$ cat config.mk
export PLATFORM = sky130hd
export DESIGN_NAME = srx_top
export DESIGN_NICKNAME = d
export VERILOG_FILES = /design/src/logic/srx_pkg.sv /design/src/logic/srx_sync.sv /design/src/logic/srx_shift.sv /design/src/logic/srx_top.sv
export SDC_FILE = /design/constraint.sdc
export NUM_CORES = 1
export LEC_CHECK = 0
export BUFFER_PORTS_ARGS = -buffer_cell sky130_fd_sc_hd__buf_2
export CORE_ASPECT_RATIO = 1.1
export CORE_MARGIN = 3
export CORE_UTILIZATION = 51
export DETAILED_ROUTE_END_ITERATION = 8
export GPL_TIMING_DRIVEN = 1
export HOLD_SLACK_MARGIN = 0.08
export PLACE_DENSITY = 0.89
export SYNTH_ARGS = -nofsm -noshare
export SYNTH_HDL_FRONTEND = slang
export SYNTH_SLANG_ARGS = --single-unit
$ cat constraint.sdc
create_clock -name pclk -period 2.1 [get_ports pclk]
set_input_delay 0.21 -clock pclk [delete_from_list [all_inputs] [get_ports pclk]]
set_output_delay 0.21 -clock pclk [all_outputs]
set_load 0.01 [all_outputs]
$ cat src/logic/srx_pkg.sv
package srx_pkg;
  localparam logic [11:0] ADDR_RX_BYTE = 12'h000;
  localparam logic [11:0] ADDR_TX_BYTE = 12'h004;
  localparam logic [11:0] ADDR_STATUS = 12'h008;
  localparam logic [11:0] ADDR_PENDING = 12'h00c;
  localparam logic [11:0] ADDR_ENABLE = 12'h010;
  localparam logic [11:0] ADDR_CONTROL = 12'h014;
  localparam int BIT_TX_READY = 4;
  localparam int BIT_RX_READY = 3;
  localparam int BIT_TX_OVERRUN = 2;
  localparam int BIT_RX_OVERRUN = 1;
  localparam int BIT_MODE_FAULT = 0;
  localparam int CTL_LSB_FIRST = 0;
  localparam int CTL_MASTER = 1;
  localparam logic [4:0] IRQ_RESET = 5'h00;
  localparam logic [1:0] CTL_RESET = 2'h0;
  localparam logic [7:0] BYTE_RESET = 8'h00;
  localparam int BITS_PER_BYTE = 8;
endpackage : srx_pkg

$ cat src/logic/srx_sync.sv
module srx_sync #(
  parameter int WIDTH = 3
) (
  input wire logic pclk,
  input wire logic presetn,
  input wire logic [WIDTH-1:0] async_in,
  output logic [WIDTH-1:0] sync_out
);
  logic [WIDTH-1:0] meta;
  // Two stages; first stage feeds only the second
  always_ff @(posedge pclk or negedge presetn) begin
    if (!presetn) begin
      meta <= '0;
      sync_out <= '0;
    end else begin
      meta <= async_in;
      sync_out <= meta;
    end
  end
endmodule : srx_sync

$ cat src/logic/srx_shift.sv
module srx_shift (
  input wire logic pclk,
  input wire logic presetn,
  input wire logic sample,
  input wire logic frame_start,
  input wire logic data_bit,
  input wire logic lsb_first,
  output logic byte_done,
  output logic [7:0] byte_out
);
  logic [7:0] shreg;
  logic [2:0] count;
  logic [7:0] next_shreg;
  logic [2:0] last_count;
  assign last_count = 3'(srx_pkg::BITS_PER_BYTE - 1);
  // Msb-first shifts left so last bit lands in bit 0; lsb-first shifts right
  assign next_shreg = lsb_first ? {data_bit, shreg[7:1]} : {shreg[6:0], data_bit};
  // Bit counter restarts at every select assertion so a torn byte never leaks
  always_ff @(posedge pclk or negedge presetn) begin
    if (!presetn) begin
      shreg <= srx_pkg::BYTE_RESET;
      count <= 3'h0;
      byte_done <= 1'b0;
      byte_out <= srx_pkg::BYTE_RESET;
    end else begin
      byte_done <= 1'b0;
      if (frame_start) begin
        count <= 3'h0;
      end else if (sample) begin
        shreg <= next_shreg;
        count <= count + 3'h1;
        if (count == last_count) begin
          byte_done <= 1'b1;
          byte_out <= next_shreg;
        end
      end
    end
  end
endmodule : srx_shift

$ cat src/logic/srx_top.sv
// The register offsets and register access over APB were chosen for this implementation.
module srx_top (
  input wire logic pclk,
  input wire logic presetn,
  input wire logic psel,
  input wire logic penable,
  input wire logic pwrite,
  input wire logic [11:0] paddr,
  input wire logic [31:0] pwdata,
  output logic [31:0] prdata,
  output logic pready,
  output logic pslverr,
  input wire logic spi_sck,
  input wire logic spi_csn,
  input wire logic spi_mosi,
  input wire logic tx_byte_taken,
  output logic irq,
  output logic [7:0] tx_byte,
  output logic tx_byte_valid
);
  logic sck_s;
  logic csn_s;
  logic mosi_s;
  logic sck_d;
  logic csn_d;
  logic sample;
  logic frame_start;
  logic byte_done;
  logic [7:0] shift_byte;
  logic [7:0] rx_byte;
  logic rx_ready_flag;
  logic tx_ready_flag;
  logic rx_overrun_flag;
  logic tx_overrun_flag;
  logic mode_fault_flag;
  logic [4:0] flags;
  logic [4:0] flags_d;
  logic [4:0] rise;
  logic [4:0] pending;
  logic [4:0] irq_on;
  logic [1:0] control;
  logic [4:0] next_pending;

  srx_sync #(.WIDTH(3)) u_sync (
    .pclk(pclk),
    .presetn(presetn),
    .async_in({spi_sck, spi_csn, spi_mosi}),
    .sync_out({sck_s, csn_s, mosi_s})
  );

  // Edge history of synchronised pins
  always_ff @(posedge pclk or negedge presetn) begin
    if (!presetn) begin
      sck_d <= 1'b0;
      csn_d <= 1'b1;
    end else begin
      sck_d <= sck_s;
      csn_d <= csn_s;
    end
  end

  // Mode 0 slave: sample on sck rise inside an active frame
  assign sample = sck_s && !sck_d && !csn_s;
  assign frame_start = csn_d && !csn_s;

  srx_shift u_shift (
    .pclk(pclk),
    .presetn(presetn),
    .sample(sample),
    .frame_start(frame_start),
    .data_bit(mosi_s),
    .lsb_first(control[srx_pkg::CTL_LSB_FIRST]),
    .byte_done(byte_done),
    .byte_out(shift_byte)
  );

  // Bus decode
  logic acc;
  logic wr;
  logic rd;
  logic hit_rx;
  logic hit_tx;
  logic hit_st;
  logic hit_pend;
  logic hit_en;
  logic hit_ctl;
  logic hit_any;
  logic rx_read;
  logic tx_write;
  logic ctl_write;
  logic [31:0] next_prdata;
  assign acc = psel && penable && !pready;
  assign wr = acc && pwrite;
  assign rd = acc && !pwrite;
  assign hit_rx = paddr == srx_pkg::ADDR_RX_BYTE;
  assign hit_tx = paddr == srx_pkg::ADDR_TX_BYTE;
  assign hit_st = paddr == srx_pkg::ADDR_STATUS;
  assign hit_pend = paddr == srx_pkg::ADDR_PENDING;
  assign hit_en = paddr == srx_pkg::ADDR_ENABLE;
  assign hit_ctl = paddr == srx_pkg::ADDR_CONTROL;
  assign hit_any = hit_rx | hit_tx | hit_st | hit_pend | hit_en | hit_ctl;
  assign rx_read = rd && hit_rx;
  assign tx_write = wr && hit_tx;
  assign ctl_write = wr && hit_ctl;

  // Read mux; unused upper bits and reserved bits 7..5 return zero
  assign next_prdata =
    hit_rx ? {24'h000000, rx_byte} :
    hit_st ? {27'h0000000, flags} :
    hit_pend ? {27'h0000000, pending} :
    hit_en ? {27'h0000000, irq_on} :
    hit_ctl ? {30'h00000000, control} : 32'h00000000;

  // One wait state: pready rises the cycle after access phase starts
  always_ff @(posedge pclk or negedge presetn) begin
    if (!presetn) begin
      pready <= 1'b0;
      pslverr <= 1'b0;
      prdata <= 32'h00000000;
    end else begin
      pready <= acc;
      pslverr <= acc && !hit_any;
      prdata <= rd ? next_prdata : 32'h00000000;
    end
  end

  // Receive holding register and its flags
  always_ff @(posedge pclk or negedge presetn) begin
    if (!presetn) begin
      rx_byte <= srx_pkg::BYTE_RESET;
      rx_ready_flag <= 1'b0;
      rx_overrun_flag <= 1'b0;
    end else begin
      if (byte_done) begin
        rx_byte <= shift_byte;
        rx_ready_flag <= 1'b1;
        // Unread byte overwritten: previous data is lost
        if (rx_ready_flag && !rx_read) begin
          rx_overrun_flag <= 1'b1;
        end
      end else if (rx_read) begin
        rx_ready_flag <= 1'b0;
        rx_overrun_flag <= 1'b0;
      end
    end
  end

  // Transmit holding register handed to the shifter outside this block
  always_ff @(posedge pclk or negedge presetn) begin
    if (!presetn) begin
      tx_byte <= srx_pkg::BYTE_RESET;
      tx_byte_valid <= 1'b0;
      tx_overrun_flag <= 1'b0;
    end else begin
      if (tx_write) begin
        tx_byte <= pwdata[7:0];
        tx_byte_valid <= 1'b1;
        if (tx_byte_valid && !tx_byte_taken) begin
          tx_overrun_flag <= 1'b1;
        end
      end else if (tx_byte_taken) begin
        tx_byte_valid <= 1'b0;
      end
      if (wr && hit_st) begin
        tx_overrun_flag <= 1'b0;
      end
    end
  end
  assign tx_ready_flag = !tx_byte_valid;

  // Control and mode fault; fault set wins over a same-cycle control write
  always_ff @(posedge pclk or negedge presetn) begin
    if (!presetn) begin
      control <= srx_pkg::CTL_RESET;
      mode_fault_flag <= 1'b0;
    end else begin
      if (ctl_write) begin
        control <= pwdata[1:0];
      end
      if (frame_start && control[srx_pkg::CTL_MASTER]) begin
        mode_fault_flag <= 1'b1;
      end else if (ctl_write) begin
        mode_fault_flag <= 1'b0;
      end
    end
  end

  assign flags = {tx_ready_flag, rx_ready_flag, tx_overrun_flag, rx_overrun_flag,
                  mode_fault_flag};
  assign rise = flags & ~flags_d;
  // Rising flag with enable on sets; new set beats a same-cycle write-one clear
  assign next_pending = (pending & ~((wr && hit_pend) ? pwdata[4:0] : 5'h00))
                        | (rise & irq_on);

  // Enable register and sticky pending bits
  always_ff @(posedge pclk or negedge presetn) begin
    if (!presetn) begin
      flags_d <= 5'h10; // Idle levels: transmit register empty, so no false edge after reset
      pending <= srx_pkg::IRQ_RESET;
      irq_on <= srx_pkg::IRQ_RESET;
      irq <= 1'b0;
    end else begin
      flags_d <= flags;
      pending <= next_pending;
      if (wr && hit_en) begin
        irq_on <= pwdata[4:0];
      end
      irq <= |next_pending;
    end
  end
endmodule : srx_top

# --- After elaboration in Yosys (flattened, before gate mapping) ---
# Index checks and enable logic that the tools add are counted.
totals:
  input_bits: 53
  elab_cells: 104
  ramBits: 0
  out_inout_bits: 44
  latch_bits: 0
  romBits: 0
  memories: 0
  ff_bits: 77
op_classes:
  shift: 0
  mul: 0
  n_lt_le_gt_ge: 0
  n_div: 0
  eq_ne: 7
  reduce_logical: 37
  muxes: 24
  bitwise_logic: 12
  n_addsub: 1
ops:
  columns: ["op", "count"]
  rows:
  - ["$eq A12 B4 Y1 const B", 2]
  - ["$eq A12 B5 Y1 const B", 2]
  - ["$mux W8", 3]
  - ["$mux W5", 4]
  - ["$logic_and A1 B1 Y1", 17]
  - ["$and A5 B5 Y5", 3]
  - ["$mux W1", 14]
  - ["$eq A12 B3 Y1 const B", 1]
  - ["$logic_not A12 Y1", 1]
  - ["$reduce_bool A2 Y1", 6]
  - ["$not A5 Y5", 2]
  - ["$logic_not A1 Y1", 8]
  - ["$mux W3", 2]
  - ["$reduce_and A2 Y1", 3]
  - ["$or A1 B1 Y1", 5]
  - ["$or A5 B5 Y5", 1]
  - ["$reduce_or A5 Y1", 1]
  - ["$add A3 B1 Y3 const B", 1]
  - ["$eq A3 B3 Y1 const B", 1]
  - ["$reduce_and A3 Y1", 1]
  - ["$mux W2", 1]
  - ["$ne A2 B2 Y1 const B", 1]
  - ["$not A1 Y1", 1]

# --- Depth between registers and ports, before layout ---
# Gate-level depths: netlist of the first run.
logic_depth:
  ltp_word: 9
  mapped_depth: 7
  mapped_depth_nobuf: 5

# --- Hierarchy ---
# A second synthesis of the first run with hierarchy kept.
hier_totals:
  hier_cells: 257
  hier_area_um2: 3409.5
by_module_without_submodules:
  columns: ["mod", "area_each_um2", "cells_each", "seq_area_each_um2", "instances"]
  rows:
  - ["srx_top", 2313.5, 194, 1278.7, 1]
  - ["srx_shift", 945.9, 57, 500.5, 1]
  - ["srx_sync", 150.1, 6, 150.1, 1]

# --- Worst setup path before layout of the first run ---
# No wires, ideal clock.
synth_timing:
  path_type: "register -> register"
  start: "reg pready"
  end: "reg rx_overrun_flag"
  t_arrival_ps: 1679
  path_stages_with_launch: 6
  required_time_ps: 1972
  setup_ps: 128
  setup_slack_ps: 292
  synth_period_minus_slack_ps: 1808
  path_buffers: 1
  cell_sequence: "dfrtp_1 > or4bb_1 > or4_4 > buf_6 > o31ai_2 > o21ai_1"
synth_via:
  elab_chain_cells: 8
  elab_cells_between_ends: 9
  cone_classes: "eq/ne (1); reduce/logical (8)"
synth_lines:
  columns: ["element", "line_no", "text"]
  rows:
  - ["start: declaration", "srx_top.sv:11", "output logic pready,"]
  - ["start signal: assignment", "srx_top.sv:117", "pready <= 1'b0;"]
  - ["start signal: assignment", "srx_top.sv:121", "pready <= acc;"]
  - ["$logic_not A1 Y1 *", "srx_top.sv:92", "assign acc = psel && penable && !pready;"]
  - ["$logic_and A1 B1 Y1 *", "srx_top.sv:92", null]
  - ["$logic_and A1 B1 Y1 *", "srx_top.sv:94", "assign rd = acc && !pwrite;"]
  - ["$logic_and A1 B1 Y1 *", "srx_top.sv:102", "assign rx_read = rd && hit_rx;"]
  - ["$logic_not A1 Y1", "srx_top.sv:138", "if (rx_ready_flag && !rx_read) begin"]
  - ["$logic_and A1 B1 Y1", "srx_top.sv:138", null]
  - ["$ne A2 B2 Y1 (no line)", null, null]
  - ["$reduce_and A2 Y1 (no line) *", null, null]
  - ["end signal: assignment", "srx_top.sv:132", "rx_overrun_flag <= 1'b0;"]
  - ["end signal: assignment", "srx_top.sv:139", "rx_overrun_flag <= 1'b1;"]
  - ["end signal: assignment", "srx_top.sv:143", "rx_overrun_flag <= 1'b0;"]
  - ["end: declaration", "srx_top.sv:33", "logic rx_overrun_flag;"]
# Every way passes the cells marked *; elsewhere a longest branch is shown, timed or not.
# A chain may end at the register's enable or synchronous reset.

# --- Worst setup path after layout of the first run ---
# Ends and elaborated chain as after synthesis.

==> impl_metrics.yaml, run 1 <==
drt:
  drtIter0Drc: 166
  drc_errors: 0
  drt-vias-per-instance: 5.241
  wl_mm: 6.331
  vias: 2243
  drt_first_pass_iters: 4
  wl_per_cell_um: 14.79
  ant_nets: 0
grt:
  grt_max_degree: 47
  track_usage: 0.1855
  grt_pass1_wl_mm: 11.25
  grt_pass1_vias: 2298
  grt_overflow: 0
  grt_antenna_before_repair: 0
layout:
  nNetsFinal: 398
  layout-drive-gt1-share: 0.2845
  final_area_mm2: 0.003852
  area_growth_syn_to_layout_pct: 14.67
  n_antenna_cell: 0
setup_path:
  cp_top_family: "simple AND/OR/NAND/NOR gates"
  critPathMaxFanout: 7
  crit_buf_inv: 0
  worstPathArrival_ns: 2.04
  start_kind: "flip-flop"
  crit_slowest_cell: "or4bb_1"
  rrSetupSlack_ns: 0.28
  cpPeakStageDelay_ns: 0.52
  cp_cell_sequence: "or4bb_1 > or4_4 > o31ai_2 > o21ai_1"
  worstSetupPathType: "flip-flop to flip-flop"
  cp.required_ns: 2.33
  end_kind: "flip-flop"
run:
  maxCapViolCount: 0
sta:
  worst_pin_slew_ns: 0.5518
  slew_headroom: 0.6321
  period_needed_ns: 1.815
  fin_crit_sh: 0.8644
  setup_tns_ns: 0
  worst_clock_skew_ns: 0.007603
  holdWs_ns: 0.1056
  hold_violations: 0
  fin_ws_ns: 0.2848
  setup_viol: 0
  grt_setup_unrepaired: "no"
  max_freq_mhz: 550.9
  slew_viol_final: 0
clocking:
  cts_num_sinks: 77
  cts_root_buf: "clkbuf_8"
  cts_made_buffers: 9
  hold_buffers: 5
  post_cts_buffers: 0
  clockBufferDepth: 2
  cts_tree: "yes"
  htreeDepth: 3
  cts_resized: 0
  clk_pin_slew_ns: 0.08
  clock_latency_ns: 0.34
synthesis:
  synth_edf_count: 0
  async_flop_share: 1.000
  synth.distinct_cells: 44
  synth_top_family_by_area: "simple AND/OR/NAND/NOR gates"
  synth_seq_area_share: 0.5743
  syn-instance-count: 286
  ys_seq_elements: 77
  netlist_top_cells_area: "dfrtp_1 56%, mux2_2 7.7%, buf_4 5.4%"
  syn_avg_cell_area_um2: 11.75
  ys_warn_count: 0
  synth_mux_area_frac: 0.1128
  synth_top_area_cell: "dfrtp_1"
  synth_compound_area_frac: 0.1020
  syn_area_mm2: 0.003359
  synth-simple-area-share: 0.1222
  synthXorXnorAreaFrac: 0
  synthAdderAreaFrac: 0.007449
  synth_top_area_share: 0.5587
  ys.flop_type: "dfrtp_1"
placed_design:
  globalplace.congestion: 0.8303
  portBuffers: 48
  dp_slack_ns: 0.1206
  placed_area_mm2: 0.003600
  hpwlAfterDp_mm: 4.531
floorplan:
  core_mm2: 0.006269
  fp.dieW_um: 83.39
  die_h_um: 91.12
  rows: 30
  ioPinCount: 97
  die_area_mm2: 0.007598
  initial_core_util: 0.5359
worst_hold_path:
  hold_path.class: "primary input to flip-flop"
pwr:
  leakagePower_nw: 1.893
  power.density_mw_per_mm2: 759.6
  peakVddDrop_uv: 350.2
run_status:
  status: "complete, no violations"
per-layer routing:
| metal | part of all wire | track usage | wire length (um) |
|---|---|---|---|
| met3 | 0.064 | 0.06261 | 404 |
| met5 | 0 | 0 | 0 |
| met1 | 0.40 | 0.2224 | 2533 |
| met2 | 0.52 | 0.3068 | 3263 |
| met4 | 0.021 | 0.07493 | 131 |
cells by family after synthesis:
group	Yosys count
flip-flops	77
AND/OR/NAND/NOR	73
AO/OA/AOI/OAI	53
buffers and inverters	45
multiplexers	35
adder cells (fa/ha/maj)	2
other	1
cells in the final DEF (no fill, tap or decap), types with 2 or more instances in the layout:
cell	n
nand3_1	2
nand2_1	14
nor3_1	5
a211oi_1	2
nor2b_1	4
clkbuf_8	10
buf_4	4
dlygate4sd3_1	6
ha_1	2
and4_1	2
dfstp_2	2
buf_2	47
clkinv_2	2
nor2_1	25
inv_1	10
mux2_2	23
o32a_1	2
a21o_1	5
and2_1	5
o21ai_0	4
clkbuf_1	2
o22ai_1	7
nor4_1	2
conb_1	24
a22oi_1	5
dfrtp_1	75
mux2i_1	12
or4_4	3
nand2b_1	4
a21oi_1	20
worst paths after layout:
path                                                end  cells after the start                startpoint
min reg2reg                u_sync.sync_out[0]$_DFF_PN0_                      0  u_sync.meta[0]$_DFF_PN0_
max reg2reg                 rx_overrun_flag$_DFFE_PN0P_                      4          pready$_DFF_PN0_
max                         rx_overrun_flag$_DFFE_PN0P_                      4          pready$_DFF_PN0_
min in group asynchronous           prdata[7]$_DFF_PN0_                      2                   presetn
min                              tx_byte[6]$_DFFE_PN0P_                      2                 pwdata[6]
max in group asynchronous          flags_d[4]$_DFF_PN1_                      3                   presetn
report_power, final:
| group | total [mW] | internal [mW] | switching [mW] | leakage, nW |
|---|---|---|---|---|
| Combinational | 0.246 | 0.0969 | 0.149 | 0.820 |
| Clock | 1.09 | 0.579 | 0.509 | 0.0964 |
| Sequential | 1.59 | 1.54 | 0.0482 | 0.977 |
| Total | 2.93 | 2.22 | 0.706 | 1.89 |
worst register-to-register path, delay by kind of cell (launching register included):
kind	cells	cell delay, ns
compound gates	2	0.28
flops	1	0.40
simple gates	2	1.02
through the flow:
step / util / power [mW] / cells
floorplan: - / 1.783 / 309
global placement: 0.5743 / 1.840 / 406
detailed placement: 0.5743 / 1.859 / 406
CTS: 0.6130 / 2.948 / 427
global route: 0.6146 / 3.076 / 428
finish: 0.6146 / 2.926 / 428
cells in the mapped netlist (3+ instances only):
| cell | n |
|---|---|
| or4_4 | 3 |
| nand2_1 | 14 |
| nor2b_1 | 4 |
| inv_1 | 10 |
| a22oi_1 | 5 |
| dfrtp_1 | 75 |
| a21oi_1 | 20 |
| clkbuf_1 | 7 |
| buf_4 | 24 |
| mux2i_1 | 12 |
| o22ai_1 | 7 |
| nor2_1 | 25 |
| nor3_1 | 5 |
| o21ai_0 | 4 |
| mux2_2 | 23 |
| and2_1 | 5 |
| nand2b_1 | 4 |
| a21o_1 | 5 |
final cells by class:
type / count / area, um^2
inverter: 10 / 37.54
sequential: 77 / 1929
timing repair buffer: 58 / 345.3
multi-input combinational: 187 / 1247
clock inverter: 4 / 47.55
clock buffer: 12 / 145.1
fill: 496 / 2416
tap: 80 / 100.1
registers in the layout, indices dropped and copies added, names as in the netlist, 2 cells and up:
name and cells:
u_sync.sync_out 3, tx_byte 8, flags_d 5, u_shift.shreg 8, prdata 8, u_shift.count 3
irq_on 5, u_shift.byte_out 8, u_sync.meta 3, rx_byte 8, control 2, pending 5
Note: power is estimated with default switching activity, not from simulation.
==> inputs of run 2 (changes only) <==
--- a/config.mk
+++ b/config.mk
@@ -5,7 +5,7 @@
 export SDC_FILE = /design/constraint.sdc
 export NUM_CORES = 1
 export LEC_CHECK = 0
-export BUFFER_PORTS_ARGS = -buffer_cell sky130_fd_sc_hd__buf_2
+export BUFFER_PORTS_ARGS = -buffer_cell sky130_fd_sc_hd__buf_4
 export CORE_ASPECT_RATIO = 1.1
 export CORE_MARGIN = 3
 export CORE_UTILIZATION = 51
==> impl_metrics.yaml, run 2 (same netlist as run 1, synthesis figures left out) <==
clocking:
  clk_pin_slew_ns: 0.08
  cts_made_buffers: 9
  cts_root_buf: "clkbuf_8"
  cts_tree: "yes"
  cts_num_sinks: 77
  htreeDepth: 3
  clockBufferDepth: 2
  clock_latency_ns: 0.34
setup_path:
  start_kind: "flip-flop"
  critPathMaxFanout: 7
  crit_slowest_cell: "or4bb_1"
  crit_path_end: "rx_overrun_flag$_DFFE_PN0P_"
  rr_startpoint: "pready$_DFF_PN0_"
  cp_top_family: "simple AND/OR/NAND/NOR gates"
  rrSetupSlack_ns: 0.28
  cp.required_ns: 2.32
  startpoint: "pready$_DFF_PN0_"
  worstPathArrival_ns: 2.04
  cp_cell_sequence: "or4bb_1 > or4_4 > o31ai_2 > o21ai_1"
  end_kind: "flip-flop"
  worstSetupPathType: "flip-flop to flip-flop"
  ff2ff_path_depth: 4
  reg2reg_to: "rx_overrun_flag$_DFFE_PN0P_"
  crit_cells: 4
  cpPeakStageDelay_ns: 0.53
  crit_buf_inv: 0
sta:
  grt_setup_unrepaired: "no"
  hold_violations: 0
  fin_crit_sh: 0.8658
  slew_viol_final: 0
  setup_viol: 0
  setup_tns_ns: 0
  max_freq_mhz: 550.0
  period_needed_ns: 1.818
  worst_pin_slew_ns: 0.5480
  worst_clock_skew_ns: 0.01181
  slew_headroom: 0.6347
grt:
  track_usage: 0.1878
  grt_max_degree: 46
  grt_overflow: 0
  grt_pass1_vias: 2387
  grt_pass1_wl_mm: 11.43
  grt_antenna_before_repair: 0
pwr:
  power.density_mw_per_mm2: 765.3
  switchingPower_uw: 701.6
  swShare: 0.2303
  seqPwrFrac: 0.522
  total_power_mw: 3.046
  peakVddDrop_uv: 437.7
  pwr-share-comb: 0.086
  clockPowerShare: 0.392
  internal-power_mw: 2.344
  leakagePower_nw: 1.928
layout:
  area_growth_syn_to_layout_pct: 18.47
  register_area_mm2: 0.001929
  multi_input_area_mm2: 0.001247
  layout_commonest_cell: "dfrtp_1"
  layout-drive-gt1-share: 0.2890
  nNetsFinal: 397
  final_cell_mix: "75 x dfrtp_1, 51 x buf_4, 25 x nor2_1"
  fillCellCount: 473
  n_antenna_cell: 0
drt:
  drtIter0Drc: 167
  wl_mm: 6.593
  ant_nets: 0
  wl_per_cell_um: 15.48
  drt_first_pass_iters: 4
  drt-vias-per-instance: 5.380
  vias: 2292
  drc_errors: 0
placed_design:
  portBuffers: 48
  globalplace.congestion: 0.8711
  hpwlAfterDp_mm: 4.472
floorplan:
  die_h_um: 91.12
  die_area_mm2: 0.007598
  core_mm2: 0.006269
  ioPinCount: 97
  fp.dieW_um: 83.39
  rows: 30
  initial_core_util: 0.5359
run_status:
  status: "complete, no violations"
worst_hold_path:
  hold_path.class: "primary input to flip-flop"
  holdCritStartpoint: "pwdata[5]"
run:
  maxCapViolCount: 0
run 2: power by group through the flow:
stage	registers [mW]	logic (mW)	clock network [mW]
floorplan	1.61	0.176	0
global placement	1.61	0.241	0
detailed placement	1.62	0.251	0
CTS	1.59	0.263	1.21
global route	1.60	0.299	1.30
finish	1.59	0.261	1.19
run 2: through the flow:
stage               cell area (um^2)  utilization  cells  worst slack (ns)  hold slack [ns]
finish                          3980       0.6349    426            0.2819           0.1089
global route                    3980       0.6349    426            0.2496          0.08310
CTS                             3980       0.6349    426            0.2910          0.09749
detailed placement              3717       0.5930    406            0.1055           0.1772
global placement                3717       0.5930    406            0.1221           0.1724
floorplan                       3446            -    309            0.2924         -0.08559
run 2: per-layer routing:
| layer | up-vias | part of all wire | GRT usage |
|---|---|---|---|
| li1 | 1059 | - | - |
| met1 | 1121 | 0.39 | 0.2198 |
| met2 | 96 | 0.51 | 0.3122 |
| met3 | 16 | 0.072 | 0.05808 |
| met4 | 0 | 0.028 | 0.09264 |
| met5 | - | 0 | 0 |
run 2: cell type report:
cell class,count,share of cell area
Inverter,10,0.009431
Timing Repair Buffer,57,0.1138
Tap cell,80,0.02515
Clock buffer,10,0.03458
Clock inverter,5,0.01886
Sequential cell,77,0.4848
Multi-Input combinational cell,187,0.3134
run 2: worst min-delay path by stage:
stage                     cells after the start                      to  slack [ns]
after floorplan                               0  control[0]$_DFFE_PN0P_       -0.09
after global placement                        1     prdata[5]$_DFF_PN0_        0.17
after detailed placement                      1     prdata[6]$_DFF_PN0_        0.18
after CTS                                     2  tx_byte[5]$_DFFE_PN0P_         0.1
after global routing                          2  tx_byte[5]$_DFFE_PN0P_        0.08
final                                         2  tx_byte[5]$_DFFE_PN0P_        0.11
run 2: worst reg2reg max path, delay by kind of cell, from the launching register on:
| family | cells | cell delay, ns |
|---|---|---|
| AO/OA/AOI/OAI | 2 | 0.28 |
| flip-flops | 1 | 0.39 |
| AND/OR/NAND/NOR | 2 | 1.04 |
run 2: repair_timing:
item,in CTS,in global routing
gates resized for setup,0,0
endpoints found under the setup margin,0,0
hold endpoints to repair,35,0
buffers inserted,0,0
hold buffers,5,0
==> inputs of run 3 (changes only) <==
--- a/config.mk
+++ b/config.mk
@@ -13,6 +13,7 @@
 export GPL_TIMING_DRIVEN = 1
 export HOLD_SLACK_MARGIN = 0.08
 export PLACE_DENSITY = 0.89
+export RECOVER_POWER = 100
 export SYNTH_ARGS = -nofsm -noshare
 export SYNTH_HDL_FRONTEND = slang
 export SYNTH_SLANG_ARGS = --single-unit
==> constraint.sdc (replaced) <==
create_clock -name pclk -period 2.1 [get_ports pclk]
set_input_delay 0.21 -clock pclk [delete_from_list [all_inputs] [get_ports pclk]]
set_output_delay 0.21 -clock pclk [all_outputs]
set_load 0.005 [all_outputs]
==> impl_metrics.yaml, run 3 (same netlist as run 1, synthesis figures left out) <==
run:
  maxCapViolCount: 0
sta:
  setup_tns_ns: 0
  fin_ws_ns: 0.1719
  slew_viol_final: 0
  worst_clock_skew_ns: 0.01269
  fin_crit_sh: 0.9181
  hold_violations: 0
  setup_viol: 0
  grt_setup_unrepaired: "no"
  max_freq_mhz: 518.7
  slew_headroom: 0.4773
  worst_pin_slew_ns: 0.7840
  period_needed_ns: 1.928
pwr:
  total_power_mw: 3.026
  peakVddDrop_uv: 437.1
  leakagePower_nw: 1.901
  power.density_mw_per_mm2: 767.8
layout:
  utilization: 0.6287
  final_cell_mix: "75 x dfrtp_1, 26 x clkbuf_4, 25 x nor2_1"
  multi_input_area_mm2: 0.001227
  nNetsFinal: 397
  layout_commonest_cell: "dfrtp_1"
  register_area_mm2: 0.001929
  fillCellCount: 482
  instances_no_fill: 426
  area_growth_syn_to_layout_pct: 17.32
  n_antenna_cell: 0
  layout-drive-gt1-share: 0.2717
worst_hold_path:
  min_path_cells: 2
  hold_path.class: "primary input to flip-flop"
setup_path:
  end_kind: "flip-flop"
  cp_top_family: "simple AND/OR/NAND/NOR gates"
  crit_cells: 5
  cp.required_ns: 2.32
  worstSetupPathType: "primary input to flip-flop"
  rrSetupSlack_ns: 0.25
  critPathMaxFanout: 9
  ff2ff_path_depth: 4
  cp_cell_sequence: "clkbuf_4 > or4_1 > nor3_1 > nand3_1 > mux2_2"
  worstPathArrival_ns: 2.14
  crit_slowest_cell: "or4_1"
  cpPeakStageDelay_ns: 0.63
  start_kind: "primary input"
  crit_buf_inv: 1
drt:
  ant_nets: 0
  drt_first_pass_iters: 4
  drt-vias-per-instance: 5.383
  wl_mm: 6.565
  drtIter0Drc: 148
  wl_per_cell_um: 15.41
  vias: 2293
  drc_errors: 0
grt:
  grt_overflow: 0
  grt_max_degree: 46
  grt_pass1_wl_mm: 11.43
  track_usage: 0.1878
  grt_pass1_vias: 2387
  grt_antenna_before_repair: 0
clocking:
  cts_tree: "yes"
  cts_root_buf: "clkbuf_8"
  clockBufferDepth: 2
  cts_num_sinks: 77
  cts_resized: 0
  post_cts_buffers: 0
  htreeDepth: 3
  cts_made_buffers: 9
  clock_latency_ns: 0.34
  clk_pin_slew_ns: 0.07
placed_design:
  hpwlAfterDp_mm: 4.472
  portBuffers: 48
  globalplace.congestion: 0.8711
  dp_slack_ns: 0.1055
  dp.cells: 406
floorplan:
  initial_core_util: 0.5359
  fp.dieW_um: 83.39
  die_area_mm2: 0.007598
  die_h_um: 91.12
  rows: 30
  core_mm2: 0.006269
  ioPinCount: 97
run_status:
  status: "complete, no violations"
[run 3: where the power goes]
| group | switching (mW) | total (mW) | internal (mW) |
|---|---|---|---|
| combinational | 0.138 | 0.243 | 0.105 |
| sequential | 0.0461 | 1.59 | 1.54 |
| clock | 0.504 | 1.19 | 0.689 |
| total | 0.688 | 3.03 | 2.34 |
[run 3: area by class of cell]
cell class	count	area share
Inverter	10	0.009524
Clock inverter	5	0.01905
Timing Repair Buffer	57	0.1102
Tap cell	80	0.02540
Multi-Input combinational cell	187	0.3114
Clock buffer	10	0.03492
Sequential cell	77	0.4895
[run 3: layer usage]
layer  global-route usage  share of wire  vias to the layer above
li1                     -              -                     1060
met1               0.2198           0.39                     1117
met2               0.3122           0.51                       97
met3              0.05808          0.072                       19
met4              0.09264          0.030                        0
met5                    0              0                        -
[run 3: final timing paths]
path,start,endpoint
max in group asynchronous,presetn,control[0]$_DFFE_PN0P_
max reg2reg,pready$_DFF_PN0_,rx_overrun_flag$_DFFE_PN0P_
min reg2reg,u_sync.meta[0]$_DFF_PN0_,u_sync.sync_out[0]$_DFF_PN0_
max,paddr[0],tx_byte[3]$_DFFE_PN0P_
min,pwdata[5],tx_byte[5]$_DFFE_PN0P_
min in group asynchronous,presetn,prdata[6]$_DFF_PN0_
[run 3: worst reg2reg max path, stage by stage, from the launching register on]
cell and delay (ns):
dfrtp_1 0.39, or4bb_1 0.53, or4_4 0.50, o31ai_1 0.22
o21ai_1 0.09
[run 3: repair_timing]
action / 4_1_cts / 5_1_grt
hold buffers: 5 / 0
endpoints found under the setup margin: 0 / 0
hold endpoints to repair: 35 / 0
[run 3: per-stage QoR]
stage / hold WS (ns) / cell area, um^2
6_report: 0.1103 / 3941
3_5_place_dp: 0.1772 / 3717
4_1_cts: 0.09749 / 3980
5_1_grt: 0.08305 / 3941
2_1_floorplan: -0.08559 / 3446
3_3_place_gp: 0.1724 / 3717
